[src/inc/pll_div_consts.vh]
// constants for the pll loop divider control block
//
// Summary of operation
// - mode 00 normal, 01 async power-down (reset), 10 unused, 11 sync power-down.
// - reference divider is 14 bits; low byte at 0x011, resets to 0x01.
// - reference divider bits 13:8 in 0x012 bits 5:0, reset 0x00.
// - swallow count is 6 bits in 0x013 bits 5:0, reset zero.
// - main feedback count is 13 bits; low byte at 0x014, resets to 0x03.
// - main feedback bits 12:8 in 0x015 bits 4:0, reset 0x00.
// - control bit 7 forces charge pump output to half its supply.
// - control bit 6 holds the reference divider in reset.
// - control bit 5 holds swallow and main feedback counters in reset.
// - control bit 4 holds all three counters in reset.
// - control bit 3 bypasses main feedback counter; only for fixed divide mode (the logic also bypasses it in dual modulus mode).
// - dual modulus uses high ratio while swallow nonzero, low ratio when zero.
`ifndef PLL_DIV_CONSTS_VH
`define PLL_DIV_CONSTS_VH

`define ADDR_W            10
`define ADDR_PLL_MODE     10'h010
`define ADDR_REF_LOW      10'h011
`define ADDR_REF_HIGH     10'h012
`define ADDR_SWALLOW      10'h013
`define ADDR_FB_LOW       10'h014
`define ADDR_FB_HIGH      10'h015
`define ADDR_DIV_CTRL     10'h016

`define RST_PLL_MODE      2'h1
`define RST_REF_LOW       8'h01
`define RST_REF_HIGH      6'h00
`define RST_SWALLOW       6'h00
`define RST_FB_LOW        8'h03
`define RST_FB_HIGH       5'h00
`define RST_DIV_CTRL      5'h00

`define MODE_NORMAL       2'h0
`define MODE_PD_ASYNC     2'h1
`define MODE_UNUSED       2'h2
`define MODE_PD_SYNC      2'h3

`define CTRL_CP_MID_BIT   7
`define CTRL_RST_REF_BIT  6
`define CTRL_RST_FB_BIT   5
`define CTRL_RST_ALL_BIT  4
`define CTRL_BYPASS_BIT   3

`define REF_W             14
`define SWALLOW_W         6
`define FB_W              13

`endif

[src/hdl/ref_divider.v]
// reference divider counter
`timescale 1ns/100ps
`default_nettype none
`include "pll_div_consts.vh"
module ref_divider
(
    // clock and control
    input  wire                  core_clk_i,
    input  wire                  reset_n_i,
    input  wire                  clk_en_i,
    input  wire                  hold_i,
    // counting
    input  wire                  tick_i,
    input  wire [`REF_W-1:0]     div_val_i,
    output reg                   div_pulse_o
);

    reg [`REF_W-1:0] cnt_ff;
    wire             last;

    // divide by zero behaves as divide by one
    assign last = (div_val_i == {`REF_W{1'b0}}) ||
                  (cnt_ff == div_val_i - {{(`REF_W-1){1'b0}}, 1'b1});

    always @(posedge core_clk_i)
    begin
        if (!reset_n_i)
        begin
            cnt_ff      <= {`REF_W{1'b0}};
            div_pulse_o <= 1'b0;
        end
        else if (clk_en_i)
        begin
            if (hold_i)
            begin
                cnt_ff      <= {`REF_W{1'b0}};
                div_pulse_o <= 1'b0;
            end
            else if (tick_i)
            begin
                div_pulse_o <= last;
                cnt_ff      <= last ? {`REF_W{1'b0}} : cnt_ff + {{(`REF_W-1){1'b0}}, 1'b1};
            end
            else
            begin
                div_pulse_o <= 1'b0;
            end
        end
    end

endmodule
`default_nettype wire

[src/hdl/feedback_divider.v]
// swallow and main feedback counters with modulus control
`timescale 1ns/100ps
`default_nettype none
`include "pll_div_consts.vh"
module feedback_divider
(
    // clock and control
    input  wire                  core_clk_i,
    input  wire                  reset_n_i,
    input  wire                  clk_en_i,
    input  wire                  hold_i,
    // configuration
    input  wire                  dual_modulus_mode_i,
    input  wire                  bypass_i,
    input  wire [`SWALLOW_W-1:0] swallow_i,
    input  wire [`FB_W-1:0]      main_i,
    // prescaler side
    input  wire                  tick_i,
    output reg                   modulus_hi_o,
    output reg                   fb_pulse_o
);

    reg  [`FB_W-1:0]      main_cnt_ff;
    reg  [`SWALLOW_W-1:0] swallow_cnt_ff;
    wire                  main_last;
    wire                  swallow_done;

    assign main_last    = bypass_i || (main_i == {`FB_W{1'b0}}) ||
                          (main_cnt_ff == main_i - {{(`FB_W-1){1'b0}}, 1'b1});
    assign swallow_done = (swallow_cnt_ff == swallow_i);

    always @(posedge core_clk_i)
    begin
        if (!reset_n_i)
        begin
            main_cnt_ff    <= {`FB_W{1'b0}};
            swallow_cnt_ff <= {`SWALLOW_W{1'b0}};
            modulus_hi_o   <= 1'b0;
            fb_pulse_o     <= 1'b0;
        end
        else if (clk_en_i)
        begin
            if (hold_i)
            begin
                main_cnt_ff    <= {`FB_W{1'b0}};
                swallow_cnt_ff <= {`SWALLOW_W{1'b0}};
                modulus_hi_o   <= 1'b0;
                fb_pulse_o     <= 1'b0;
            end
            else if (tick_i)
            begin
                fb_pulse_o <= main_last;
                if (main_last)
                begin
                    main_cnt_ff    <= {`FB_W{1'b0}};
                    swallow_cnt_ff <= {`SWALLOW_W{1'b0}};
                    modulus_hi_o   <= dual_modulus_mode_i &&
                                      (swallow_i != {`SWALLOW_W{1'b0}});
                end
                else
                begin
                    main_cnt_ff <= main_cnt_ff + {{(`FB_W-1){1'b0}}, 1'b1};
                    if (!swallow_done)
                    begin
                        swallow_cnt_ff <= swallow_cnt_ff + {{(`SWALLOW_W-1){1'b0}}, 1'b1};
                    end
                    modulus_hi_o <= dual_modulus_mode_i && !swallow_done &&
                                    (swallow_cnt_ff + {{(`SWALLOW_W-1){1'b0}}, 1'b1}
                                     != swallow_i);
                end
            end
            else
            begin
                fb_pulse_o   <= 1'b0;
                modulus_hi_o <= dual_modulus_mode_i && !swallow_done;
            end
        end
    end

endmodule
`default_nettype wire

[src/hdl/pll_divider_control.v]
// pll loop divider control: registers, mode decode, counter holds
`timescale 1ns/100ps
`default_nettype none
`include "pll_div_consts.vh"
module pll_divider_control
(
    // clock and reset
    input  wire                 core_clk_i,
    input  wire                 reset_n_i,
    input  wire                 clk_en_i,
    // register port
    input  wire [`ADDR_W-1:0]   reg_addr_i,
    input  wire [7:0]           reg_wdata_i,
    input  wire                 reg_wr_i,
    input  wire                 reg_rd_i,
    output reg  [7:0]           reg_rdata_o,
    // divider clocks and prescaler mode from pins
    input  wire                 ref_clk_i,
    input  wire                 prescaler_clk_i,
    input  wire                 dual_modulus_mode_i,
    // pll mode
    output reg                  pll_normal_o,
    output reg                  pll_pd_async_o,
    output reg                  pll_pd_sync_o,
    // charge pump
    output reg                  charge_pump_output_mid_o,
    // counter holds
    output reg                  ref_hold_o,
    output reg                  fb_hold_o,
    // divider outputs
    output wire                 ref_pulse_o,
    output wire                 fb_pulse_o,
    output wire                 modulus_hi_o
);

    // register storage
    reg [1:0]            pll_mode_ff;
    reg [7:0]            ref_low_ff;
    reg [5:0]            ref_high_ff;
    reg [5:0]            swallow_ff;
    reg [7:0]            fb_low_ff;
    reg [4:0]            fb_high_ff;
    reg [4:0]            div_ctrl_ff;

    // pin synchronisers and edge detect
    reg [2:0]            ref_sync_ff;
    reg [2:0]            pre_sync_ff;
    reg [1:0]            dual_sync_ff;

    wire                 ref_tick;
    wire                 pre_tick;
    wire                 dual_mode;
    wire                 cp_mid;
    wire                 rst_ref;
    wire                 rst_fb;
    wire                 rst_all;
    wire                 bypass;
    wire                 loop_run;
    wire [`REF_W-1:0]    ref_div_val;
    wire [`FB_W-1:0]     fb_div_val;
    reg  [7:0]           nxt_rdata;
    // next values of the mode and hold outputs
    reg                  nxt_pll_normal;
    reg                  nxt_pll_pd_async;
    reg                  nxt_pll_pd_sync;
    reg                  nxt_ref_hold;
    reg                  nxt_fb_hold;

    // address match used by both write and read decode
    function sel;
        input [`ADDR_W-1:0] a;
        input [`ADDR_W-1:0] b;
        begin
            sel = (a == b);
        end
    endfunction

    // register writes
    always @(posedge core_clk_i)
    begin
        if (!reset_n_i)
        begin
            pll_mode_ff <= `RST_PLL_MODE;
            ref_low_ff  <= `RST_REF_LOW;
            ref_high_ff <= `RST_REF_HIGH;
            swallow_ff  <= `RST_SWALLOW;
            fb_low_ff   <= `RST_FB_LOW;
            fb_high_ff  <= `RST_FB_HIGH;
            div_ctrl_ff <= `RST_DIV_CTRL;
        end
        else if (clk_en_i && reg_wr_i)
        begin
            if (sel(reg_addr_i, `ADDR_PLL_MODE))
            begin
                pll_mode_ff <= reg_wdata_i[1:0];
            end
            else if (sel(reg_addr_i, `ADDR_REF_LOW))
            begin
                ref_low_ff <= reg_wdata_i;
            end
            else if (sel(reg_addr_i, `ADDR_REF_HIGH))
            begin
                ref_high_ff <= reg_wdata_i[5:0];
            end
            else if (sel(reg_addr_i, `ADDR_SWALLOW))
            begin
                swallow_ff <= reg_wdata_i[5:0];
            end
            else if (sel(reg_addr_i, `ADDR_FB_LOW))
            begin
                fb_low_ff <= reg_wdata_i;
            end
            else if (sel(reg_addr_i, `ADDR_FB_HIGH))
            begin
                fb_high_ff <= reg_wdata_i[4:0];
            end
            else if (sel(reg_addr_i, `ADDR_DIV_CTRL))
            begin
                div_ctrl_ff <= reg_wdata_i[7:3];
            end
        end
    end

    // read mux, unused bits and unmapped addresses read zero
    always @*
    begin
        nxt_rdata = 8'h00;
        if (sel(reg_addr_i, `ADDR_PLL_MODE))
        begin
            nxt_rdata = {6'h00, pll_mode_ff};
        end
        else if (sel(reg_addr_i, `ADDR_REF_LOW))
        begin
            nxt_rdata = ref_low_ff;
        end
        else if (sel(reg_addr_i, `ADDR_REF_HIGH))
        begin
            nxt_rdata = {2'h0, ref_high_ff};
        end
        else if (sel(reg_addr_i, `ADDR_SWALLOW))
        begin
            nxt_rdata = {2'h0, swallow_ff};
        end
        else if (sel(reg_addr_i, `ADDR_FB_LOW))
        begin
            nxt_rdata = fb_low_ff;
        end
        else if (sel(reg_addr_i, `ADDR_FB_HIGH))
        begin
            nxt_rdata = {3'h0, fb_high_ff};
        end
        else if (sel(reg_addr_i, `ADDR_DIV_CTRL))
        begin
            nxt_rdata = {div_ctrl_ff, 3'h0};
        end
    end

    always @(posedge core_clk_i)
    begin
        if (!reset_n_i)
        begin
            reg_rdata_o <= 8'h00;
        end
        else if (clk_en_i && reg_rd_i)
        begin
            reg_rdata_o <= nxt_rdata;
        end
    end

    // two flops before use, third flop only for edge detect
    // reset low to match the idle pin level, so no false edge after reset
    always @(posedge core_clk_i)
    begin
        if (!reset_n_i)
        begin
            ref_sync_ff <= 3'h0;
        end
        else if (clk_en_i)
        begin
            ref_sync_ff <= {ref_sync_ff[1:0], ref_clk_i};
        end
    end

    always @(posedge core_clk_i)
    begin
        if (!reset_n_i)
        begin
            pre_sync_ff <= 3'h0;
        end
        else if (clk_en_i)
        begin
            pre_sync_ff <= {pre_sync_ff[1:0], prescaler_clk_i};
        end
    end

    always @(posedge core_clk_i)
    begin
        if (!reset_n_i)
        begin
            dual_sync_ff <= 2'h0;
        end
        else if (clk_en_i)
        begin
            dual_sync_ff <= {dual_sync_ff[0], dual_modulus_mode_i};
        end
    end

    assign ref_tick  = ref_sync_ff[1] & ~ref_sync_ff[2];
    assign pre_tick  = pre_sync_ff[1] & ~pre_sync_ff[2];
    assign dual_mode = dual_sync_ff[1];

    // control field decode
    assign cp_mid   = div_ctrl_ff[`CTRL_CP_MID_BIT - 3];
    assign rst_ref  = div_ctrl_ff[`CTRL_RST_REF_BIT - 3];
    assign rst_fb   = div_ctrl_ff[`CTRL_RST_FB_BIT - 3];
    assign rst_all  = div_ctrl_ff[`CTRL_RST_ALL_BIT - 3];
    assign bypass   = div_ctrl_ff[`CTRL_BYPASS_BIT - 3];
    assign loop_run = (pll_mode_ff == `MODE_NORMAL);

    assign ref_div_val = {ref_high_ff, ref_low_ff};
    assign fb_div_val  = {fb_high_ff, fb_low_ff};

    // mode decode, the loop runs only in normal mode
    always @*
    begin
        nxt_pll_normal   = 1'b0;
        nxt_pll_pd_async = 1'b0;
        nxt_pll_pd_sync  = 1'b0;
        case (pll_mode_ff)
            `MODE_NORMAL:
            begin
                nxt_pll_normal = 1'b1;
            end
            `MODE_PD_ASYNC:
            begin
                nxt_pll_pd_async = 1'b1;
            end
            `MODE_PD_SYNC:
            begin
                nxt_pll_pd_sync = 1'b1;
            end
            default:
            begin
                nxt_pll_pd_sync = 1'b0;
            end
        endcase
        // any mode but normal keeps both counter chains held
        nxt_ref_hold = rst_ref | rst_all | ~loop_run;
        nxt_fb_hold  = rst_fb | rst_all | ~loop_run;
    end

    // mode, charge pump and hold outputs
    always @(posedge core_clk_i)
    begin
        if (!reset_n_i)
        begin
            pll_normal_o             <= 1'b0;
            pll_pd_async_o           <= 1'b1;
            pll_pd_sync_o            <= 1'b0;
            charge_pump_output_mid_o <= 1'b0;
            ref_hold_o               <= 1'b1;
            fb_hold_o                <= 1'b1;
        end
        else if (clk_en_i)
        begin
            pll_normal_o             <= nxt_pll_normal;
            pll_pd_async_o           <= nxt_pll_pd_async;
            pll_pd_sync_o            <= nxt_pll_pd_sync;
            charge_pump_output_mid_o <= cp_mid;
            ref_hold_o               <= nxt_ref_hold;
            fb_hold_o                <= nxt_fb_hold;
        end
    end

    // reference counter
    ref_divider u_ref_divider
    (
        .core_clk_i  (core_clk_i),
        .reset_n_i   (reset_n_i),
        .clk_en_i    (clk_en_i),
        .hold_i      (ref_hold_o),
        .tick_i      (ref_tick),
        .div_val_i   (ref_div_val),
        .div_pulse_o (ref_pulse_o)
    );

    // swallow and main feedback counters
    feedback_divider u_feedback_divider
    (
        .core_clk_i          (core_clk_i),
        .reset_n_i           (reset_n_i),
        .clk_en_i            (clk_en_i),
        .hold_i              (fb_hold_o),
        .dual_modulus_mode_i (dual_mode),
        .bypass_i            (bypass),
        .swallow_i           (swallow_ff),
        .main_i              (fb_div_val),
        .tick_i              (pre_tick),
        .modulus_hi_o        (modulus_hi_o),
        .fb_pulse_o          (fb_pulse_o)
    );

endmodule
`default_nettype wire

[config.mk]
export PLATFORM = sky130hd
export DESIGN_NAME = pll_divider_control
export DESIGN_NICKNAME = d
export VERILOG_FILES = /design/src/hdl/ref_divider.v /design/src/hdl/feedback_divider.v /design/src/hdl/pll_divider_control.v
export VERILOG_INCLUDE_DIRS = /design/src /design/src/inc
export SDC_FILE = /design/constraint.sdc
export NUM_CORES = 1
export LEC_CHECK = 0
export ABC_CLOCK_PERIOD_IN_PS = 4000
export BUFFER_PORTS_ARGS = -buffer_cell sky130_fd_sc_hd__buf_2
export CAP_MARGIN = 40
export CELL_PAD_IN_SITES_DETAIL_PLACEMENT = 0
export CELL_PAD_IN_SITES_GLOBAL_PLACEMENT = 1
export CORE_ASPECT_RATIO = 1.5
export CORE_MARGIN = 3
export CORE_UTILIZATION = 40
export CTS_CLUSTER_DIAMETER = 200
export CTS_CLUSTER_SIZE = 16
export DETAILED_ROUTE_END_ITERATION = 12
export PLACE_DENSITY_LB_ADDON = 0.3
export SLEW_MARGIN = 20
export SYNTH_ARGS = -nofsm -noshare
export SYNTH_HDL_FRONTEND = slang
export SYNTH_HIERARCHICAL = 1
export SYNTH_SLANG_ARGS = --single-unit
[constraint.sdc]
create_clock -name core_clk_i -period 4 [get_ports core_clk_i]
set_input_delay 0.8 -clock core_clk_i [delete_from_list [all_inputs] [get_ports core_clk_i]]
set_output_delay 0.8 -clock core_clk_i [all_outputs]
set_load 0.1 [all_outputs]
# Yosys cells after proc, flatten, opt, wreduce, memory -nomap -nowiden
# Cells that the tools add are included.
[classes]
n_addsub = 5
eq_ne = 14
n_mux = 27
bitwise = 15
n_reduce_logical = 25
[ops]
columns = ["operator", "count"]
rows = [
  ["equality test 10 x 5 -> 1 bit (second input constant)", 7],
  ["two-way mux 8 bit", 7],
  ["two-way mux 14 bit", 3],
  ["two-way mux 13 bit", 3],
  ["two-way mux 6 bit", 4],
  ["adder 14 x 1 -> 14 bit (second input constant)", 1],
  ["equality test 14 bit", 1],
  ["zero test 14 bit", 1],
  ["subtractor 14 x 1 -> 14 bit (second input constant)", 1],
  ["adder 13 x 1 -> 13 bit (second input constant)", 1],
  ["equality test 13 bit", 1],
  ["zero test 13 bit", 1],
  ["subtractor 13 x 1 -> 13 bit (second input constant)", 1],
  ["two-way mux 1 bit", 10],
  ["inverter 1 bit", 9],
  ["AND reduction 8 bit", 1],
  ["AND reduction 7 bit", 1],
  ["adder 6 x 1 -> 6 bit (second input constant)", 1],
  ["equality test 6 bit", 1],
  ["!= test 6 bit", 1],
  ["AND reduction 2 bit", 3],
  ["AND reduction 3 bit", 2],
  ["AND reduction 6 bit", 1],
  ["nonzero test 6 bit", 1],
  ["other kinds (12)", 23],
]
[totals]
regBits = 98
input_bits = 26
output_inout_bits = 17
word_cells = 109

# Logic depth before layout (Yosys ltp)
# Gate-level depths: netlist (run 1).
[depth]
ltp_word = 8
mapped_depth = 12
mapped_depth_nobuf = 9

# Modules after synthesis
# Netlist (run 1), hierarchy kept.
[modules_own_cells]
columns = ["mod", "n_inst", "cells_each", "area_per_inst_um2", "seq_area_each_um2"]
rows = [
  ["pll_divider_control", 1, 313, 3005.4, 1241.2],
  ["feedback_divider", 1, 223, 1838.0, 420.4],
  ["ref_divider", 1, 159, 1267.5, 300.3],
]

# Least setup slack after synthesis (run 1)
# Ideal clock, no wire load.
[synth_path]
kind = "reg-to-reg"
startpoint = "register ref_low_ff[0]"
endpoint = "register u_ref_divider.cnt_ff[13]"
setup_ns = 0.120
arrival_time_ns = 2.777
t_required_ns = 3.880
setup_slack_ns = 1.103
stages_incl_launch_ff = 9
period_less_slack_ns = 2.897
path_cell_list = "dfxtp_1 -> inv_1 -> ha_1 -> or4b_1 -> or4b_1 -> a22o_2 -> nor4_4 -> and4b_1 -> a211o_1"
[synth_between]
elab_chain_cells = 6
elab_cells_between_ends = 7
cone_classes = "1 x add/sub; 1 x eq/ne; 3 x mux; 2 x reduce/logical"
[synth_lines]
columns = ["element", "line_no", "text"]
rows = [
  ["start: declaration", "pll_divider_control.v:38", "reg [7:0] ref_low_ff;"],
  ["start signal: assignment", "pll_divider_control.v:84", "ref_low_ff <= `RST_REF_LOW;"],
  ["start signal: assignment", "pll_divider_control.v:99", "ref_low_ff <= reg_wdata_i;"],
  ["subtractor 14 x 1 -> 14 bit", "ref_divider.v:23", "(cnt_ff == div_val_i - {{(`REF_W-1){1'b0}}, 1'b1});"],
  ["equality test 14 bit", "ref_divider.v:23", ""],
  ["logical OR 1 bit (*)", "ref_divider.v:22", "assign last = (div_val_i == {`REF_W{1'b0}}) ||"],
  ["two-way mux 14 bit (*)", "ref_divider.v:42", "cnt_ff <= last ? {`REF_W{1'b0}} : cnt_ff + {{(`REF_W-1){1'b0}}, 1'b1};"],
  ["two-way mux 14 bit (*)", "ref_divider.v:39", "else if (tick_i)"],
  ["two-way mux 14 bit (*)", "ref_divider.v:34", "if (hold_i)"],
  ["end signal: assignment", "ref_divider.v:29", "cnt_ff <= {`REF_W{1'b0}};"],
  ["end signal: assignment", "ref_divider.v:36", "cnt_ff <= {`REF_W{1'b0}};"],
  ["end signal: assignment", "ref_divider.v:42", ""],
  ["end: declaration", "ref_divider.v:18", "reg [`REF_W-1:0] cnt_ff;"],
]
# Every way passes the cells marked *; elsewhere a longest branch is shown, timed or not. The select of a mux whose other input is x is not followed.
# A chain may end at the register's enable or synchronous reset.

# Final worst setup path (run 1)
[layout_path]
startpoint = "register ref_low_ff[0]"
endpoint = "register u_ref_divider.cnt_ff[2]"
# The elaborated chain is that of the path after synthesis.

==> impl_metrics.yaml, run 1 <==
die:
  die_h_um: 157
  fp.dieW_um: 107
  io_pins: 43
  dieArea_mm2: 0.0168
  core_mm2: 0.0147
  rows: 54
  start_util_pct: 41.5
clocking:
  cts_buffers: 9
  htree_levels: 3
  cts_setup_buffers: 0
  hold_buffers: 0
  clk_latency_ns: 0.34
  clkSlewWorstSetupHoldPaths_ns: 0.07
  cts.sinks: 98
  max-clock-path-buffers: 2
  cts_tree: "yes"
  cts_resized: 0
  root_buffer: "clkbuf_16"
logic_synthesis:
  netlist_area_mm2: 0.00611
  yosys_register_bits: 98
  synthCells: 695
  async_reset_ff_share_pct: 0
  yosysSeqAreaShare_pct: 32.1
  yosys_warnings: 6
  synth_nets: 728
  synth_cell_types: 81
  synth_edf_count: 0
  syn_area_per_cell_um2: 8.79
  synth-main-ff-cell: "dfxtp_1"
worst_setup_path:
  crit_chain: "inv_1, ha_1, or4b_1, or4b_1, a22o_2, o41ai_4, nor3b_1, a31o_2"
  path_class: "flip-flop to flip-flop"
  start_kind: "flip-flop"
  critical-path-slowest-cell: "o41ai_4"
  cp.arrival_ns: 3.48
  critPathRequiredTime_ns: 4.24
  cp_slowest_stage_delay_ns: 0.73
  crit_top_cell: "or4b_1"
  cp-end-kind: "flip-flop"
  cp_max_fo: 13
global_routing:
  grt_pass1_wl_mm: 28.6
  antenna_found_initial: 1
  grt_overflow: 0
  grt_max_degree: 44
  grt_pass1_vias: 5447
  grt_use_total_pct: 21.7
timing:
  period_share_pct: 81.0
  setup_viol: 0
  clock_skew_ns: 0.00907
  fin_crit_ns: 3.24
  setup_tns_ns: 0
  slew_headroom_pct: 51.5
  final-hold-violation-count: 0
  rsz0062_at_grt: "false"
  drv_slew: 0
  tightest_slew_ns: 0.725
  max_freq_mhz: 309
detailed_routing:
  vias_per_cell: 5.81
  wl_per_cell_um: 19.4
  drtIter0Drc: 370
  routed_wl_mm: 17.8
  dr_total_vias: 5335
  dr.pass1.iters: 5
  remaining_drc_errors: 0
  drtAntennaViolNets: 0
layout:
  drive_gt1_share_pct: 13.6
  ff_latch_area_mm2: 0.00196
  fillerInstances: 1505
  final_util_pct: 45.5
  antenna_cells: 0
  final_nets: 751
  syn_to_final_growth_pct: 9.56
  multi_input_area_mm2: 0.00389
power_and_ir_drop:
  irDropWorstVdd_mv: 0.149
  p_leak_nw: 2.63
  power.density_mw_per_mm2: 297
place:
  dp_hpwl_mm: 13.5
  port_buffers: 42
  gp_congestion: 0.891
worst_hold_path:
  min_path_type: "flip-flop to flip-flop"
flow_run:
  drv_cap: 0
status:
  status: "completed"
power breakdown:
group / switching (mW) / internal (mW) / leakage, nW
registers: 0.00348 / 0.979 / 0.790
clock network: 0.393 / 0.488 / 0.147
logic: 0.0818 / 0.0410 / 1.69
state kept, by name (all words and copies together) (netlist names), 2 cells and up:
name                               cells
div_ctrl_ff                            5
dual_sync_ff                           2
fb_high_ff                             5
fb_low_ff                              8
pll_mode_ff                            2
pre_sync_ff                            3
ref_high_ff                            6
ref_low_ff                             8
ref_sync_ff                            3
reg_rdata_o                            8
swallow_ff                             6
u_feedback_divider/main_cnt_ff        13
u_feedback_divider/swallow_cnt_ff      6
u_ref_divider/cnt_ff                  14
routing by layer:
layer | vias up | wire (um) | track usage, % | part of all wire (%)
li1 | 2588 | - | - | -
met2 | 137 | 9650 | 41.2 | 54
met3 | 42 | 652 | 3.61 | 3.7
met4 | 2 | 804 | 10.7 | 4.5
met1 | 2566 | 6670 | 22.9 | 38
met5 | - | 7 | 0 | 0.039
metrics by stage:
| step | cells | hold slack [ns] | worst slack (ns) | power (mW) | area [um2] |
|---|---|---|---|---|---|
| after floorplan | 695 | 0.456 | 1.10 | 1.08 | 6110 |
| after global placement | 903 | 0.458 | 0.823 | 1.13 | 6400 |
| after detailed placement | 903 | 0.464 | 0.770 | 1.13 | 6400 |
| after CTS | 919 | 0.478 | 0.754 | 2.00 | 6700 |
| after global routing | 919 | 0.502 | 0.594 | 2.05 | 6700 |
| final | 919 | 0.478 | 0.761 | 1.99 | 6700 |
worst max-delay path: cells and delay by family, from the launching register on:
family / cells / cell delay [ns]
buffers and inverters: 1 / 0.11
flip-flops: 1 / 0.38
AND/OR/NAND/NOR: 3 / 1.15
adder cells (fa/ha/maj): 1 / 0.23
AO/OA/AOI/OAI: 3 / 1.26
Yosys cell counts (17+ instances only):
master | instances | area share [%]
mux2i_1 | 54 | 8.8
xor2_1 | 36 | 5.2
nand3_1 | 24 | 2.0
clkbuf_1 | 17 | 1.0
nor2_1 | 36 | 2.2
nand2_1 | 43 | 2.6
nor3_1 | 20 | 1.6
xnor2_1 | 21 | 3.0
inv_1 | 20 | 1.2
o21ai_0 | 20 | 1.6
nor2b_1 | 61 | 6.2
dfxtp_1 | 98 | 32
area by class of cell:
class / instances / area share, %
clock inverter: 6 / 0.990
sequential: 98 / 29.3
multi-input combinational: 545 / 58.1
clock buffer: 10 / 3.42
inverter: 20 / 1.12
timing repair buffer: 44 / 3.36
tap: 196 / 3.66
kinds of logic after synthesis:
| family | after synthesis | share of synthesized area, % |
|---|---|---|
| flops | 98 | 32.1 |
| xor+xnor | 58 | 8.54 |
| compound gates | 131 | 16.1 |
| mux | 54 | 8.85 |
| fa+ha+maj | 7 | 1.43 |
| buf+inv | 52 | 4.20 |
| simple gates | 295 | 28.8 |
path summary, 6_finish.rpt:
path	startpoint	endpoint	slack, ns	cells after the start
setup / recovery	ref_low_ff[0]$_SDFFE_PN1P_	u_ref_divider/cnt_ff[2]$_SDFFE_PN0P_	0.76	8
hold / removal	pll_pd_sync_o$_SDFFE_PN0P_	pll_pd_sync_o$_SDFFE_PN0P_	0.48	2
setup reg to reg	ref_low_ff[0]$_SDFFE_PN1P_	u_ref_divider/cnt_ff[2]$_SDFFE_PN0P_	0.76	8
hold reg to reg	pll_pd_sync_o$_SDFFE_PN0P_	pll_pd_sync_o$_SDFFE_PN0P_	0.48	2
layout by cell type, fill, tap and decap left out, types with 9 or more instances in the layout:
cell,n
a21oi_1,16
nor2_1,36
buf_2,42
dfxtp_1,98
nand3_1,24
nor3b_1,9
nor2_2,10
xnor2_1,21
mux2i_1,54
nor3_1,20
o211ai_1,9
xor2_1,36
nor2b_1,61
clkbuf_16,9
o21ai_0,20
nand4_1,15
o31ai_1,12
nand2_1,43
or3_1,11
inv_1,20
(Power assumes the default switching activity.)
==> run 2, diff against run 1 <==
Settings changed: ABC_CLOCK_PERIOD_IN_PS 4000 to 2700.
Clock period 4 ns to 2.7 ns, I/O delays scaled along.
==> run 2 against run 1 <==
First-iteration DRC count decreased by 17%. The run now ends with setup timing left. Sequential cell count unchanged. Power increased by 44%. Sequential power is 49% higher. Register-to-register slack worse by 0.81 ns.
==> impl_metrics.yaml, run 2 (synthesis gave the netlist of run 1 again) <==
place:
  dp_hpwl_mm: 14.2
  gp_congestion: 0.868
  post-place-ws_ns: -0.00945
  port_buffers: 42
power_and_ir_drop:
  p_leak_nw: 2.79
  sw_frac_of_total_pct: 24.3
  finalPower_mw: 2.87
  irDropWorstVdd_mv: 0.238
  internal_power_mw: 2.17
  sequentialPowerShare_pct: 50.8
  p_switching_mw: 0.696
  comb_power_share_pct: 6.9
  power.density_mw_per_mm2: 410
  clkPwrFrac_pct: 42.4
flow_run:
  drv_cap: 0
worst_setup_path:
  crit_family: "simple AND/OR/NAND/NOR gates"
  critical-path-slowest-cell: "or4b_4"
  crit_top_cell: "or4b_4"
  crit_chain: "inv_2, ha_4, or4b_4, or4b_4, a22o_4, nor4_4, buf_6, o31ai_2, a31o_2"
  cp-end-kind: "flip-flop"
  cp.arrival_ns: 3.00
  start_kind: "flip-flop"
  crit_buf_inv: 2
  cp_max_fo: 8
  cp_slowest_stage_delay_ns: 0.54
  critPathRequiredTime_ns: 2.95
  path_class: "flip-flop to flip-flop"
layout:
  layout_common_cells: "dfxtp_1, nor2b_1, mux2i_1, nand2_1, buf_2"
  final_util_pct: 47.5
  final_nets: 783
  drive_gt1_share_pct: 18.9
  layout_commonest_cell: "dfxtp_1"
  syn_to_final_growth_pct: 14.6
  antenna_cells: 0
  regMostFlops: "u_ref_divider/cnt_ff"
  largest_register_ffs: 14
  top_regs: "u_ref_divider/cnt_ff (14), u_feedback_divider/main_cnt_ff (13)"
global_routing:
  grt_overflow: 0
  grt_pass1_vias: 5543
  antenna_found_initial: 0
  grt_max_degree: 51
  grt_use_total_pct: 22.7
  grt_pass1_wl_mm: 29.5
timing:
  period_share_pct: 102
  fin_hold_ws_ns: 0.451
  max_freq_mhz: 364
  final-hold-violation-count: 0
  tightest_slew_ns: 0.546
  setup_tns_ns: -0.192
  clock_skew_ns: 0.00785
  fin_ws_ns: -0.0481
  drv_slew: 0
  fin_crit_ns: 2.75
  slew_headroom_pct: 63.5
  setup_viol: 8
  rsz0062_at_grt: "true"
status:
  violations: "setup timing"
  status: "finished, violations left"
clocking:
  clk_latency_ns: 0.35
  cts_buffers: 9
  cts.sinks: 98
  clkSlewWorstSetupHoldPaths_ns: 0.07
  hold_buffers: 0
  max-clock-path-buffers: 2
  cts_tree: "yes"
  htree_levels: 3
  root_buffer: "clkbuf_16"
die:
  die_h_um: 157
  io_pins: 43
  start_util_pct: 41.5
  rows: 54
  fp.dieW_um: 107
  dieArea_mm2: 0.0168
  core_mm2: 0.0147
detailed_routing:
  drtAntennaViolNets: 0
  vias_per_cell: 5.70
  wl_per_cell_um: 19.6
  routed_wl_mm: 18.6
  drtIter0Drc: 307
  dr.pass1.iters: 4
  remaining_drc_errors: 0
  dr_total_vias: 5425
worst_hold_path:
  min_path_type: "input pin to flip-flop"
run 2: worst paths after layout:
| check | startpoint | to | slack, ns | cells after the start |
|---|---|---|---|---|
| max | ref_low_ff[1]$_SDFFE_PN0P_ | u_ref_divider/cnt_ff[4]$_SDFFE_PN0P_ | -0.05 | 9 |
| max reg2reg | ref_low_ff[1]$_SDFFE_PN0P_ | u_ref_divider/cnt_ff[4]$_SDFFE_PN0P_ | -0.05 | 9 |
| min | dual_modulus_mode_i | dual_sync_ff[0]$_SDFFE_PN0P_ | 0.45 | 3 |
| min reg2reg | pll_pd_async_o$_SDFFE_PN1P_ | pll_pd_async_o$_SDFFE_PN1P_ | 0.48 | 2 |
run 2: through the flow:
step,cells,area [um2]
finish,951,7000
global route,951,7000
CTS,949,6920
detailed placement,932,6630
global placement,932,6630
floorplan,695,6110
run 2: routing by layer:
| layer | share of wire [%] | vias to the layer above | routed length (um) | track usage, % |
|---|---|---|---|---|
| li1 | - | 2656 | - | - |
| met1 | 37 | 2613 | 6880 | 23.1 |
| met2 | 55 | 113 | 10200 | 43.5 |
| met3 | 3.2 | 43 | 589 | 3.94 |
| met4 | 4.8 | 0 | 891 | 11.8 |
| met5 | 0 | - | 0 | 0 |
run 2: area by class of cell:
| type | count | area, um2 |
|---|---|---|
| Fill cell | 1482 | 7730 |
| Multi-Input combinational cell | 545 | 3960 |
| Sequential cell | 98 | 1960 |
| Timing Repair Buffer | 76 | 482 |
| Clock buffer | 12 | 246 |
| Tap cell | 196 | 245 |
| Inverter | 20 | 75.1 |
| Clock inverter | 4 | 27.5 |
run 2: power by group through the flow:
| stage | registers (mW) | logic [mW] | clock network [mW] |
|---|---|---|---|
| 2_1_floorplan | 1.49 | 0.114 | 0 |
| 4_1_cts | 1.46 | 0.194 | 1.25 |
| 6_report | 1.46 | 0.197 | 1.21 |
| 5_1_grt | 1.46 | 0.213 | 1.30 |
| 3_3_place_gp | 1.49 | 0.192 | 0 |
| 3_5_place_dp | 1.49 | 0.193 | 0 |
run 2: what timing repair did:
item                                    CTS  global route
pin swaps                                 1            11
resized for setup                         2            16
endpoints found under the setup margin    8            24
setup buffers                             1             2
run 2: worst reg2reg max path, cell delays in order, from the launching register on:
cell     delay [ns]
dfxtp_2        0.32
inv_2          0.08
ha_4           0.14
or4b_4         0.47
or4b_4         0.55
a22o_4         0.25
nor4_4         0.33
buf_6          0.20
o31ai_2        0.07
a31o_2         0.24
